**src/core/srbc_pkg.sv**
```systemverilog
package srbc_pkg;
    // ------------------------------------------------------------
    // clocking and timing
    // ------------------------------------------------------------
    localparam int CLK_HZ = 125_000_000;
    localparam int CLK_KHZ = CLK_HZ / 1000;
    localparam int TRAIN_MS = 20;
    localparam int TRAIN_CYC = CLK_KHZ * TRAIN_MS;
    localparam int SMB_SLOW_HZ = 100_000;
    localparam int SMB_FAST_HZ = 400_000;
    localparam int SMB_SLOW_CYC = CLK_HZ / SMB_SLOW_HZ;
    localparam int SMB_FAST_CYC = CLK_HZ / SMB_FAST_HZ;
    localparam int SMB_W = 11;
    localparam logic [3:0] HOLD_CYC = 4'hF;
    // ------------------------------------------------------------
    // pll multipliers to reach the 2.5 GHz serial clock
    // ------------------------------------------------------------
    localparam logic [4:0] MULT_REF100 = 5'h19;
    localparam logic [4:0] MULT_REF125 = 5'h14;
    // ------------------------------------------------------------
    // register map
    // ------------------------------------------------------------
    localparam int AW = 8;
    localparam logic [7:0] A_CTRL = 8'h00;
    localparam logic [7:0] A_STAT = 8'h04;
    localparam logic [7:0] A_OVR = 8'h08;
    localparam logic [7:0] A_STKY = 8'h0C;
    localparam logic [7:0] A_SCR = 8'h10;
    localparam logic [7:0] A_SBR = 8'h14;
    localparam int C_FUND = 0;
    localparam int C_HALT = 1;
    localparam int C_HOT = 2;
    // strap vector layout, also status bits 8:0
    localparam int SV_W = 9;
    localparam int SV_REF = 0;
    localparam int SV_CCUS = 1;
    localparam int SV_CCDS = 2;
    localparam int SV_SLOW = 3;
    localparam int SV_HALT = 4;
    localparam int SV_MODE = 5;
    localparam int ST_RSVD = 9;
    localparam int ST_HALTED = 10;
    localparam int ST_WARM = 11;
    localparam int ST_TRAIN = 12;
    localparam int ST_HALTSEEN = 13;
    localparam int OV_CCUS = 0;
    localparam int OV_CCDS = 1;
    localparam int OV_SLOW = 2;
    localparam logic [3:0] MODE_NORMAL = 4'h0;
    localparam logic [3:0] MODE_EEP = 4'h1;
    typedef enum logic [2:0] {
        S_FUND, S_PLL, S_EEP, S_HALT, S_RUN, S_HOT
    } srbc_state_t;
endpackage

```
**src/core/srbc_top.sv**
```systemverilog
`timescale 1ns/1ps
`default_nettype none
module srbc_top #(
    parameter int N_DS = 2,
    parameter int TRAIN_CYC = srbc_pkg::TRAIN_CYC
) (
    // clock and power-on reset
    input wire logic sys_clk,
    input wire logic rstn,
    // straps and reset pin
    input wire logic fundamentalResetN,
    input wire logic refclkFreqSelect,
    input wire logic commonClockUpstream,
    input wire logic commonClockDownstream,
    input wire logic masterSmbusSlowSel,
    input wire logic resetHalt,
    input wire logic [3:0] switchOpMode,
    // apb slave
    input wire logic psel,
    input wire logic penable,
    input wire logic pwrite,
    input wire logic [srbc_pkg::AW-1:0] paddr,
    input wire logic [31:0] pwdata,
    output logic [31:0] prdata,
    output logic pready,
    output logic pslverr,
    // eeprom / slave smbus register writer
    input wire logic initWr,
    input wire logic [srbc_pkg::AW-1:0] initAddr,
    input wire logic [31:0] initData,
    output logic initRdy,
    input wire logic eepDone,
    input wire logic eepErr,
    // pll and link side
    input wire logic pllLock,
    input wire logic hotResetReq,
    output logic [4:0] pllMult,
    output logic linkTrainEn,
    output logic commonClkUs,
    output logic commonClkDs,
    output logic sscPermit,
    // reset outputs
    output logic coreRstN,
    output logic stickyRstN,
    output logic smbusEn,
    output logic msmbTick,
    output logic eepromLoad,
    output logic [N_DS-1:0] vbHotRst,
    output logic [N_DS-1:0] dsLinkHotRst
);
    // ------------------------------------------------------------
    // elaboration checks
    // ------------------------------------------------------------
    localparam int TW = $clog2(TRAIN_CYC + 1);
    if (N_DS < 1 || N_DS > 8) begin : g_bad_nds
        $error("N_DS must be 1 to 8");
    end
    if (TRAIN_CYC < 2) begin : g_bad_train
        $error("TRAIN_CYC must be at least 2");
    end

    // ------------------------------------------------------------
    // state
    // ------------------------------------------------------------
    srbc_pkg::srbc_state_t state_r, state_nxt;
    logic pinS1_r, pinS2_r, pinS3_r;
    logic [srbc_pkg::SV_W-1:0] capS_r, coldS_r, strapVec;
    logic coldPend_r, warm_r, haltSeen_r;
    logic haltBit_r, pendFund_r, pendHot_r;
    logic ovrUs_r, ovrDs_r, fundSeq_r;
    logic [31:0] stky_r, scr_r;
    logic [N_DS:0] sbr_r;
    logic [3:0] holdCnt_r;
    logic [TW-1:0] cnt_r;
    logic [srbc_pkg::SMB_W-1:0] smbCnt_r;
    logic pready_r, pslverr_r, initRdy_r;
    logic [31:0] prdata_r;
    logic coreRstN_r, stickyRstN_r, smbusEn_r, msmbTick_r;
    logic eepromLoad_r, linkTrainEn_r, sscPermit_r;
    logic [4:0] pllMult_r;
    logic [N_DS-1:0] vbHotRst_r, dsLinkHotRst_r;

    // ------------------------------------------------------------
    // decode
    // ------------------------------------------------------------
    wire pinLow = !pinS2_r;
    wire pinRel = pinS2_r && !pinS3_r;
    wire inFund = state_r == srbc_pkg::S_FUND;
    wire inHot = state_r == srbc_pkg::S_HOT;
    wire holdDone = holdCnt_r == 4'h0;
    wire trainDue = cnt_r == TW'(TRAIN_CYC - 1);
    wire [3:0] mode = capS_r[srbc_pkg::SV_MODE +: 4];
    wire modeEep = mode == srbc_pkg::MODE_EEP;
    wire modeRsvd = mode > srbc_pkg::MODE_EEP;
    wire access = psel && penable;
    wire apbWr = access && pready_r && pwrite;
    wire initDo = initWr && initRdy_r;
    wire wrEn = apbWr || initDo;
    wire [7:0] wrA = initDo ? initAddr : paddr;
    wire [31:0] wrD = initDo ? initData : pwdata;
    wire wCtrl = wrEn && wrA == srbc_pkg::A_CTRL;
    wire wOvr = wrEn && wrA == srbc_pkg::A_OVR;
    wire wStky = wrEn && wrA == srbc_pkg::A_STKY;
    wire wScr = wrEn && wrA == srbc_pkg::A_SCR;
    wire wSbr = wrEn && wrA == srbc_pkg::A_SBR;
    wire haltNow = pinRel ? resetHalt : capS_r[srbc_pkg::SV_HALT];
    wire leaveFund = inFund && state_nxt != srbc_pkg::S_FUND;
    wire mapped = paddr == srbc_pkg::A_CTRL || paddr == srbc_pkg::A_STAT
        || paddr == srbc_pkg::A_OVR || paddr == srbc_pkg::A_STKY
        || paddr == srbc_pkg::A_SCR || paddr == srbc_pkg::A_SBR;
    wire [srbc_pkg::SMB_W-1:0] smbLim = capS_r[srbc_pkg::SV_SLOW]
        ? srbc_pkg::SMB_W'(srbc_pkg::SMB_SLOW_CYC - 1)
        : srbc_pkg::SMB_W'(srbc_pkg::SMB_FAST_CYC - 1);
    wire [31:0] ctrlRd = {29'h0, 1'b0, haltBit_r, 1'b0};
    wire [31:0] statRd = {18'h0, haltSeen_r, linkTrainEn_r, warm_r,
        state_r == srbc_pkg::S_HALT, modeRsvd, coldS_r};
    wire [31:0] ovrRd = {29'h0, capS_r[srbc_pkg::SV_SLOW], ovrDs_r, ovrUs_r};
    wire [31:0] sbrRd = 32'(sbr_r);
    wire [31:0] rdData =
        paddr == srbc_pkg::A_CTRL ? ctrlRd :
        paddr == srbc_pkg::A_STAT ? statRd :
        paddr == srbc_pkg::A_OVR ? ovrRd :
        paddr == srbc_pkg::A_STKY ? stky_r :
        paddr == srbc_pkg::A_SCR ? scr_r :
        paddr == srbc_pkg::A_SBR ? sbrRd : 32'h0;

    assign strapVec = {switchOpMode, resetHalt, masterSmbusSlowSel,
        commonClockDownstream, commonClockUpstream, refclkFreqSelect};

    // ------------------------------------------------------------
    // reset pin synchroniser
    // ------------------------------------------------------------
    always_ff @(posedge sys_clk or negedge rstn) begin
        if (!rstn) begin
            pinS1_r <= 1'b0;
            pinS2_r <= 1'b0;
            pinS3_r <= 1'b0;
        end else begin
            pinS1_r <= fundamentalResetN;
            pinS2_r <= pinS1_r;
            pinS3_r <= pinS2_r;
        end
    end

    // ------------------------------------------------------------
    // reset sequencer
    // ------------------------------------------------------------
    always_comb begin
        state_nxt = state_r;
        case (state_r)
            srbc_pkg::S_FUND: begin
                if (!pinLow && holdDone)
                    state_nxt = srbc_pkg::S_PLL;
            end
            srbc_pkg::S_PLL: begin
                if (linkTrainEn_r) begin
                    if (modeEep)
                        state_nxt = srbc_pkg::S_EEP;
                    else if (haltBit_r)
                        state_nxt = srbc_pkg::S_HALT;
                    else
                        state_nxt = srbc_pkg::S_RUN;
                end
            end
            srbc_pkg::S_EEP: begin
                if (eepDone || eepErr)
                    state_nxt = (haltBit_r || eepErr)
                        ? srbc_pkg::S_HALT : srbc_pkg::S_RUN;
            end
            srbc_pkg::S_HALT: begin
                if (!haltBit_r)
                    state_nxt = srbc_pkg::S_RUN;
            end
            srbc_pkg::S_RUN: begin
                if (hotResetReq || pendHot_r)
                    state_nxt = srbc_pkg::S_HOT;
            end
            srbc_pkg::S_HOT: begin
                if (holdDone)
                    state_nxt = srbc_pkg::S_PLL;
            end
            default: state_nxt = srbc_pkg::S_FUND;
        endcase
        if (pinLow || pendFund_r)
            state_nxt = srbc_pkg::S_FUND;
    end

    always_ff @(posedge sys_clk or negedge rstn) begin
        if (!rstn)
            state_r <= srbc_pkg::S_FUND;
        else
            state_r <= state_nxt;
    end

    always_ff @(posedge sys_clk or negedge rstn) begin
        if (!rstn)
            holdCnt_r <= srbc_pkg::HOLD_CYC;
        else if (pinLow || (state_nxt != state_r
                 && (state_nxt == srbc_pkg::S_FUND
                 || state_nxt == srbc_pkg::S_HOT)))
            holdCnt_r <= srbc_pkg::HOLD_CYC;
        else if (!holdDone)
            holdCnt_r <= holdCnt_r - 4'h1;
    end

    // training deadline counted from release of reset
    always_ff @(posedge sys_clk or negedge rstn) begin
        if (!rstn)
            cnt_r <= '0;
        else if (inFund || inHot)
            cnt_r <= '0;
        else if (!linkTrainEn_r)
            cnt_r <= cnt_r + TW'(1);
    end

    // ------------------------------------------------------------
    // strap capture
    // ------------------------------------------------------------
    always_ff @(posedge sys_clk or negedge rstn) begin
        if (!rstn) begin
            capS_r <= '0;
            coldS_r <= '0;
            coldPend_r <= 1'b1;
            warm_r <= 1'b0;
        end else if (inFund && pinRel) begin
            capS_r <= strapVec;
            warm_r <= !coldPend_r;
            coldPend_r <= 1'b0;
            if (coldPend_r)
                coldS_r <= strapVec;
        end else if (pendFund_r) begin
            warm_r <= 1'b1;
        end
    end

    // ------------------------------------------------------------
    // registers
    // ------------------------------------------------------------
    always_ff @(posedge sys_clk or negedge rstn) begin
        if (!rstn) begin
            haltBit_r <= 1'b0;
            haltSeen_r <= 1'b0;
            pendFund_r <= 1'b0;
            pendHot_r <= 1'b0;
            fundSeq_r <= 1'b1;
        end else if (inFund) begin
            haltBit_r <= leaveFund && haltNow;
            haltSeen_r <= leaveFund && haltNow;
            pendFund_r <= 1'b0;
            pendHot_r <= 1'b0;
            fundSeq_r <= 1'b1;
        end else begin
            pendFund_r <= wCtrl && wrD[srbc_pkg::C_FUND];
            pendHot_r <= !inHot && wCtrl && wrD[srbc_pkg::C_HOT];
            if (eepErr && state_r == srbc_pkg::S_EEP)
                haltBit_r <= 1'b1;
            else if (wCtrl)
                haltBit_r <= wrD[srbc_pkg::C_HALT];
            if (state_r == srbc_pkg::S_RUN)
                fundSeq_r <= 1'b0;
        end
    end

    // strap override window is the fundamental reset sequence
    always_ff @(posedge sys_clk or negedge rstn) begin
        if (!rstn) begin
            ovrUs_r <= 1'b0;
            ovrDs_r <= 1'b0;
        end else if (leaveFund) begin
            ovrUs_r <= pinRel ? commonClockUpstream
                : capS_r[srbc_pkg::SV_CCUS];
            ovrDs_r <= pinRel ? commonClockDownstream
                : capS_r[srbc_pkg::SV_CCDS];
        end else if (wOvr && fundSeq_r && !inFund) begin
            ovrUs_r <= wrD[srbc_pkg::OV_CCUS];
            ovrDs_r <= wrD[srbc_pkg::OV_CCDS];
        end
    end

    // sticky survives hot reset, scratch and bus resets do not
    always_ff @(posedge sys_clk or negedge rstn) begin
        if (!rstn) begin
            stky_r <= '0;
            scr_r <= '0;
            sbr_r <= '0;
        end else begin
            if (inFund)
                stky_r <= '0;
            else if (wStky)
                stky_r <= wrD;
            if (inFund || inHot)
                scr_r <= '0;
            else if (wScr)
                scr_r <= wrD;
            if (inFund || inHot)
                sbr_r <= '0;
            else if (wSbr)
                sbr_r <= wrD[N_DS:0];
        end
    end

    // ------------------------------------------------------------
    // apb slave, one wait state; init writer yields to apb
    // ------------------------------------------------------------
    always_ff @(posedge sys_clk or negedge rstn) begin
        if (!rstn) begin
            pready_r <= 1'b0;
            pslverr_r <= 1'b0;
            prdata_r <= '0;
            initRdy_r <= 1'b0;
        end else begin
            pready_r <= access && !pready_r;
            pslverr_r <= access && !pready_r && !mapped;
            initRdy_r <= !(access && !pready_r);
            if (access && !pready_r)
                prdata_r <= pwrite ? 32'h0 : rdData;
        end
    end

    // ------------------------------------------------------------
    // outputs
    // ------------------------------------------------------------
    always_ff @(posedge sys_clk or negedge rstn) begin
        if (!rstn) begin
            coreRstN_r <= 1'b0;
            stickyRstN_r <= 1'b0;
            smbusEn_r <= 1'b0;
            eepromLoad_r <= 1'b0;
            linkTrainEn_r <= 1'b0;
            sscPermit_r <= 1'b0;
            pllMult_r <= srbc_pkg::MULT_REF100;
        end else begin
            coreRstN_r <= state_nxt == srbc_pkg::S_RUN;
            stickyRstN_r <= state_nxt != srbc_pkg::S_FUND;
            smbusEn_r <= state_nxt != srbc_pkg::S_FUND;
            eepromLoad_r <= state_nxt == srbc_pkg::S_EEP
                && !modeRsvd;
            if (inFund || inHot)
                linkTrainEn_r <= 1'b0;
            else if (pllLock || trainDue)
                linkTrainEn_r <= 1'b1;
            sscPermit_r <= ovrUs_r && ovrDs_r;
            pllMult_r <= capS_r[srbc_pkg::SV_REF]
                ? srbc_pkg::MULT_REF125 : srbc_pkg::MULT_REF100;
        end
    end

    // master smbus bit-rate enable
    always_ff @(posedge sys_clk or negedge rstn) begin
        if (!rstn) begin
            smbCnt_r <= '0;
            msmbTick_r <= 1'b0;
        end else if (!smbusEn_r) begin
            smbCnt_r <= '0;
            msmbTick_r <= 1'b0;
        end else begin
            msmbTick_r <= smbCnt_r == smbLim;
            smbCnt_r <= smbCnt_r == smbLim ? '0
                : smbCnt_r + srbc_pkg::SMB_W'(1);
        end
    end

    // per downstream port bus resets
    for (genvar k = 0; k < N_DS; k++) begin : g_ds
        always_ff @(posedge sys_clk or negedge rstn) begin
            if (!rstn) begin
                vbHotRst_r[k] <= 1'b0;
                dsLinkHotRst_r[k] <= 1'b0;
            end else begin
                vbHotRst_r[k] <= sbr_r[0] || inHot;
                dsLinkHotRst_r[k] <= sbr_r[k+1] || inHot;
            end
        end
    end

    assign prdata = prdata_r;
    assign pready = pready_r;
    assign pslverr = pslverr_r;
    assign initRdy = initRdy_r;
    assign pllMult = pllMult_r;
    assign linkTrainEn = linkTrainEn_r;
    assign commonClkUs = ovrUs_r;
    assign commonClkDs = ovrDs_r;
    assign sscPermit = sscPermit_r;
    assign coreRstN = coreRstN_r;
    assign stickyRstN = stickyRstN_r;
    assign smbusEn = smbusEn_r;
    assign msmbTick = msmbTick_r;
    assign eepromLoad = eepromLoad_r;
    assign vbHotRst = vbHotRst_r;
    assign dsLinkHotRst = dsLinkHotRst_r;
endmodule
`default_nettype wire

```
**config.mk**
```make
export PLATFORM = sky130hd
export DESIGN_NAME = srbc_top
export DESIGN_NICKNAME = d
export VERILOG_FILES = /design/src/core/srbc_pkg.sv /design/src/core/srbc_top.sv
export SDC_FILE = /design/constraint.sdc
export NUM_CORES = 1
export LEC_CHECK = 0
export BUFFER_PORTS_ARGS = -buffer_cell sky130_fd_sc_hd__buf_4
export CAP_MARGIN = 20
export CORE_MARGIN = 5
export CORE_UTILIZATION = 51
export CTS_CLUSTER_DIAMETER = 200
export DETAILED_ROUTE_END_ITERATION = 6
export PLACE_DENSITY = 0.78
export SLEW_MARGIN = 15
export SYNTH_ARGS = -nofsm -noshare
export SYNTH_HDL_FRONTEND = slang
export SYNTH_SLANG_ARGS = --single-unit
export TNS_END_PERCENT = 100
```
**constraint.sdc**
```tcl
create_clock -name sys_clk -period 1.84 [get_ports sys_clk]
set_input_delay 0.368 -clock sys_clk [delete_from_list [all_inputs] [get_ports sys_clk]]
set_output_delay 0.368 -clock sys_clk [all_outputs]
set_load 0.01 [all_outputs]
```
==> out/summary.log <==
qor: placement.buffer_ports.inserted 150
qor: layout.finish.cell_count_without_fillers 1,302
qor: worst_setup_path.worst_path_max_delay_cell dfstp_2
qor: logic_synthesis.synth_enable_flop_cells 0
qor: logic_synthesis.postSynth.asyncResetShare 100.0%
qor: status.result_of_the_run finished, violations left
qor: timing.timing.final.max_slew_violations 0
qor: timing.timing.final.setup_violations 79
qor: timing.finalHoldViolations 0
qor: power.p_leak 5.357 nW
qor: logic_synthesis.top_flip_flop_cell_by_instance_count_after_synthesis dfrtp_1
qor: clock_tree.cts_root_buf clkbuf_16
qor: clock_tree.clk_transition_reported_paths 70 ps
qor: timing.clock.fmax 504.8 MHz
qor: grt.grt-ovfl-total 0
qor: worst_setup_path.cp_data_arrival_time 2360 ps
qor: logic_synthesis.synth.lib_cells_used.distinct 70
qor: die.standard_cell_core_area 16,470 sq um
qor: die.horizontal_extent_of_the_die 139.3 um
qor: placement.final_hpwl_from_detailed_placement 16,190 um
qor: logic_synthesis.post_synth_inst_count 835
qor: clock_tree.tritoncts_clock_tree built
qor: logic_synthesis.synth_area_per_cell 10.21 sq um
qor: status.failed_checks negative setup slack
qor: worst_setup_path.worst_path_dominant_cell_family compound AO/OA/AOI/OAI gates
qor: worst_hold_path.hold_path_end pinS1_r
qor: worst_hold_path.hold_path_depth 1
qor: worst_setup_path.worstPathCellList inv_2 -> ha_4 -> nor3b_4 -> a211o_4 -> a31oi_4 -> nand2_1 -> a32o_2 -> nand3b_1
qor: logic_synthesis.synth_warnings 0
qor: route.drt_pre_antenna_iters 6
qor: worst_setup_path.worst-path-buf-inv 1
qor: placement.gp_routability_congestion 0.8932
qor: clock_tree.cts_max_level 4
qor: worst_setup_path.reg2reg_depth 8
qor: layout.layout_cell_share_with_drive_strength_beyond_1 43.72%
qor: route.post_route_drc 0
qor: logic_synthesis.synthesis.area 8524 sq um
qor: die.die_h 139.3 um
qor: worst_hold_path.hp-class primary input to flip-flop
qor: worst_setup_path.cpPeakStageDelay 540 ps
qor: clock_tree.clock_insertion_delay_worst_skew 460 ps
qor: logic_synthesis.synth_nets 938
qor: die.floorplan.initialDensity 51.77%
qor: job.cap_viol_max_count 0
qor: grt.grt_start_max_net_pins 60
qor: layout.layout-area-overhead-vs-synth 45.00%
qor: worst_setup_path.path_class flip-flop to flip-flop
qor: layout.final_net_count 1,173
qor: worst_setup_path.endpoint_kind flip-flop
qor: worst_setup_path.rrSetupSlack -140 ps
qor: die.top_level_ports 153
qor: grt.gr-usage-all-layers 26.02%
qor: timing.finalCritPeriodShare 107.7%
qor: timing.period_minus_slack 1981 ps
qor: layout.antenna-diode-count 0
qor: timing.tightestPinTransition 649.1 ps
qor: layout.most-common-layout-cells buf_4, dfrtp_1, nor2_1
qor: clock_tree.cts.sinks 183
qor: grt.grt_pass1_wl 40,840 um
qor: placement.placed_cells 1,234
qor: route.drtIter0Drc 861
qor: route.drt_via_density 6.104
qor: logic_synthesis.postSynthRegisterBits 183
qor: worst_setup_path.crit_path_start_kind flip-flop
qor: worst_hold_path.min_from fundamentalResetN
qor: timing.grt_setup_unrepaired true
qor: route.routedWlPerCell 21.66 um
qor: logic_synthesis.seq_area_frac_synth 53.82%
qor: grt.grt_pass1_vias 7,818
qor: layout.nFillCells 1,033
qor: timing.fin_skew 15.92 ps
qor: clock_tree.clock_tree.buffer_depth 2
qor: route.via_count 7,947
qor: power.powerDensity 694.2 nW/um^2
qor: route.wl 28,200 um
qor: power.ir_worst_vdd 0.6619 mV
qor: logic_synthesis.synthDominantAreaCellType dfrtp_1
qor: clock_tree.number_of_buffers_created_by_cts 17
qor: die.design.die.area 19,400 sq um
qor: worst_setup_path.rr_endpoint holdCnt_r[1]
qor: logic_synthesis.synth.top_cells.by_area dfrtp_1, a211oi_1, nor2_1, mux2i_1, nand2_1
qor: timing.max_slew_margin 56.73%
qor: logic_synthesis.synthDominantCellAreaShare 51.67%
qor: timing.finalHoldWorstSlack 47.26 ps
qor: worst_setup_path.worstPathMaxFanout 4
qor: timing.final.setup.worst_slack -141.1 ps
qor: grt.grt_antenna_before_repair 1
qor: worst_setup_path.worstPathRequired 2220 ps
qor: worst_setup_path.r2r_start holdCnt_r[0]
qor: route.ant_nets 0
qor: die.rows 47
qor: layout.layout.cells.most_common buf_4
-- synth_stat cells (3+ instances only) --
cell type	number
buf_4	6
xor2_1	18
and2_1	5
nor3_1	12
buf_2	10
or3_1	5
ha_1	3
clkbuf_1	36
o22ai_1	4
xnor2_1	14
a222oi_1	5
mux2_2	13
a31oi_1	5
nand4_1	7
nor2b_1	7
a22o_1	3
nand3_1	21
dfrtp_1	176
a21oi_1	8
dfstp_2	7
and3_1	8
nor4b_1	5
o21ai_0	40
or2_2	5
inv_1	13
nor2_1	120
a211oi_1	67
nand2b_1	6
nor4_1	5
a22oi_1	32
mux2i_1	39
o211ai_1	3
nand2_1	83
-- final cells by class --
type	instances	area (sq um)	area share, %
Timing Repair Buffer	271	2497	20.20
Inverter	14	53.80	0.4353
Tap cell	220	275.3	2.227
Sequential cell	183	4589	37.13
Clock inverter	13	136.4	1.103
Multi-Input combinational cell	583	4369	35.35
Clock buffer	18	439.2	3.553
-- metrics by stage --
step	utilization [%]	worst slack, ps	TNS [ps]	power (mW)	instance area, sq um
floorplan	-	-53.15	-203.2	4.440	8556
global placement	63.62	-127.1	-9952	4.869	10480
detailed placement	63.62	-246.0	-14450	4.883	10480
CTS	70.68	-110.4	-1026	8.484	11640
global route	75.07	-206.3	-9313	8.831	12360
finish	75.07	-141.1	-4512	8.580	12360
-- how the worst max path moves through the flow --
stage,start,slack [ps],cells past startpoint,to
global placement,holdCnt_r[1],-130,9,holdCnt_r[1]
floorplan,state_r[2],-50,7,holdCnt_r[1]
detailed placement,paddr[1],-250,8,scr_r[17]
CTS,holdCnt_r[0],-110,8,holdCnt_r[1]
global route,initRdy,-210,8,scr_r[0]
finish,holdCnt_r[0],-140,8,holdCnt_r[1]
-- worst register-to-register path, cell delays in order (launching register included) --
cell and delay [ps]:
dfstp_2 540, inv_2 50, ha_4 150, nor3b_4 160, a211o_4 360, a31oi_4 190
nand2_1 90, a32o_2 280, nand3b_1 90
-- state kept, by name (all words and copies together) (netlist names), 2 cells and up --
register and count:
capS_r 9, cnt_r 22, coldS_r 9, dsLinkHotRst 2, holdCnt_r 4, pllMult 2
prdata 32, sbr_r 3, scr_r 32, smbCnt_r 11, state_r 3, stky_r 32
-- what timing repair did --
action / 4_1_cts / 5_1_grt
gates resized for setup: 61 / 117
hold buffers: 1 / 0
cloned: 7 / 9
buffers inserted: 16 / 7
setup endpoints to repair: 89 / 99
pin swaps: 40 / 65
endpoints found under the hold margin: 23 / 0
-- logic make-up (layout without fill, tap and decap cells) --
family	Yosys count	after routing	share of synthesized area, %
flip-flops	183	183	53.82
AND/OR/NAND/NOR	309	309	17.10
multiplexers	52	52	6.297
buffers and inverters	69	316	3.552
XOR/XNOR	32	32	3.288
adder cells (fa/ha/maj)	3	3	0.4404
AO/OA/AOI/OAI	185	185	15.41
other	2	2	0.08810
-- report_power, final --
| part | switching (mW) | internal [mW] | leakage, nW |
|---|---|---|---|
| registers | 0.0437 | 4.08 | 2.47 |
| logic | 0.424 | 0.349 | 2.61 |
| clock network | 1.74 | 1.94 | 0.280 |
| total | 2.21 | 6.37 | 5.36 |
-- routing by layer --
layer / routed length [um] / global-route usage [%] / share of wire (%) / vias to the layer above
met5: 0 / 0 / 0 / -
met4: 1087 / 9.629 / 3.9 / 0
met3: 2338 / 5.695 / 8.3 / 97
met2: 13910 / 42.37 / 49 / 451
met1: 10870 / 34.46 / 39 / 3950
li1: - / - / - / 3449
(Power assumes the default switching activity.)
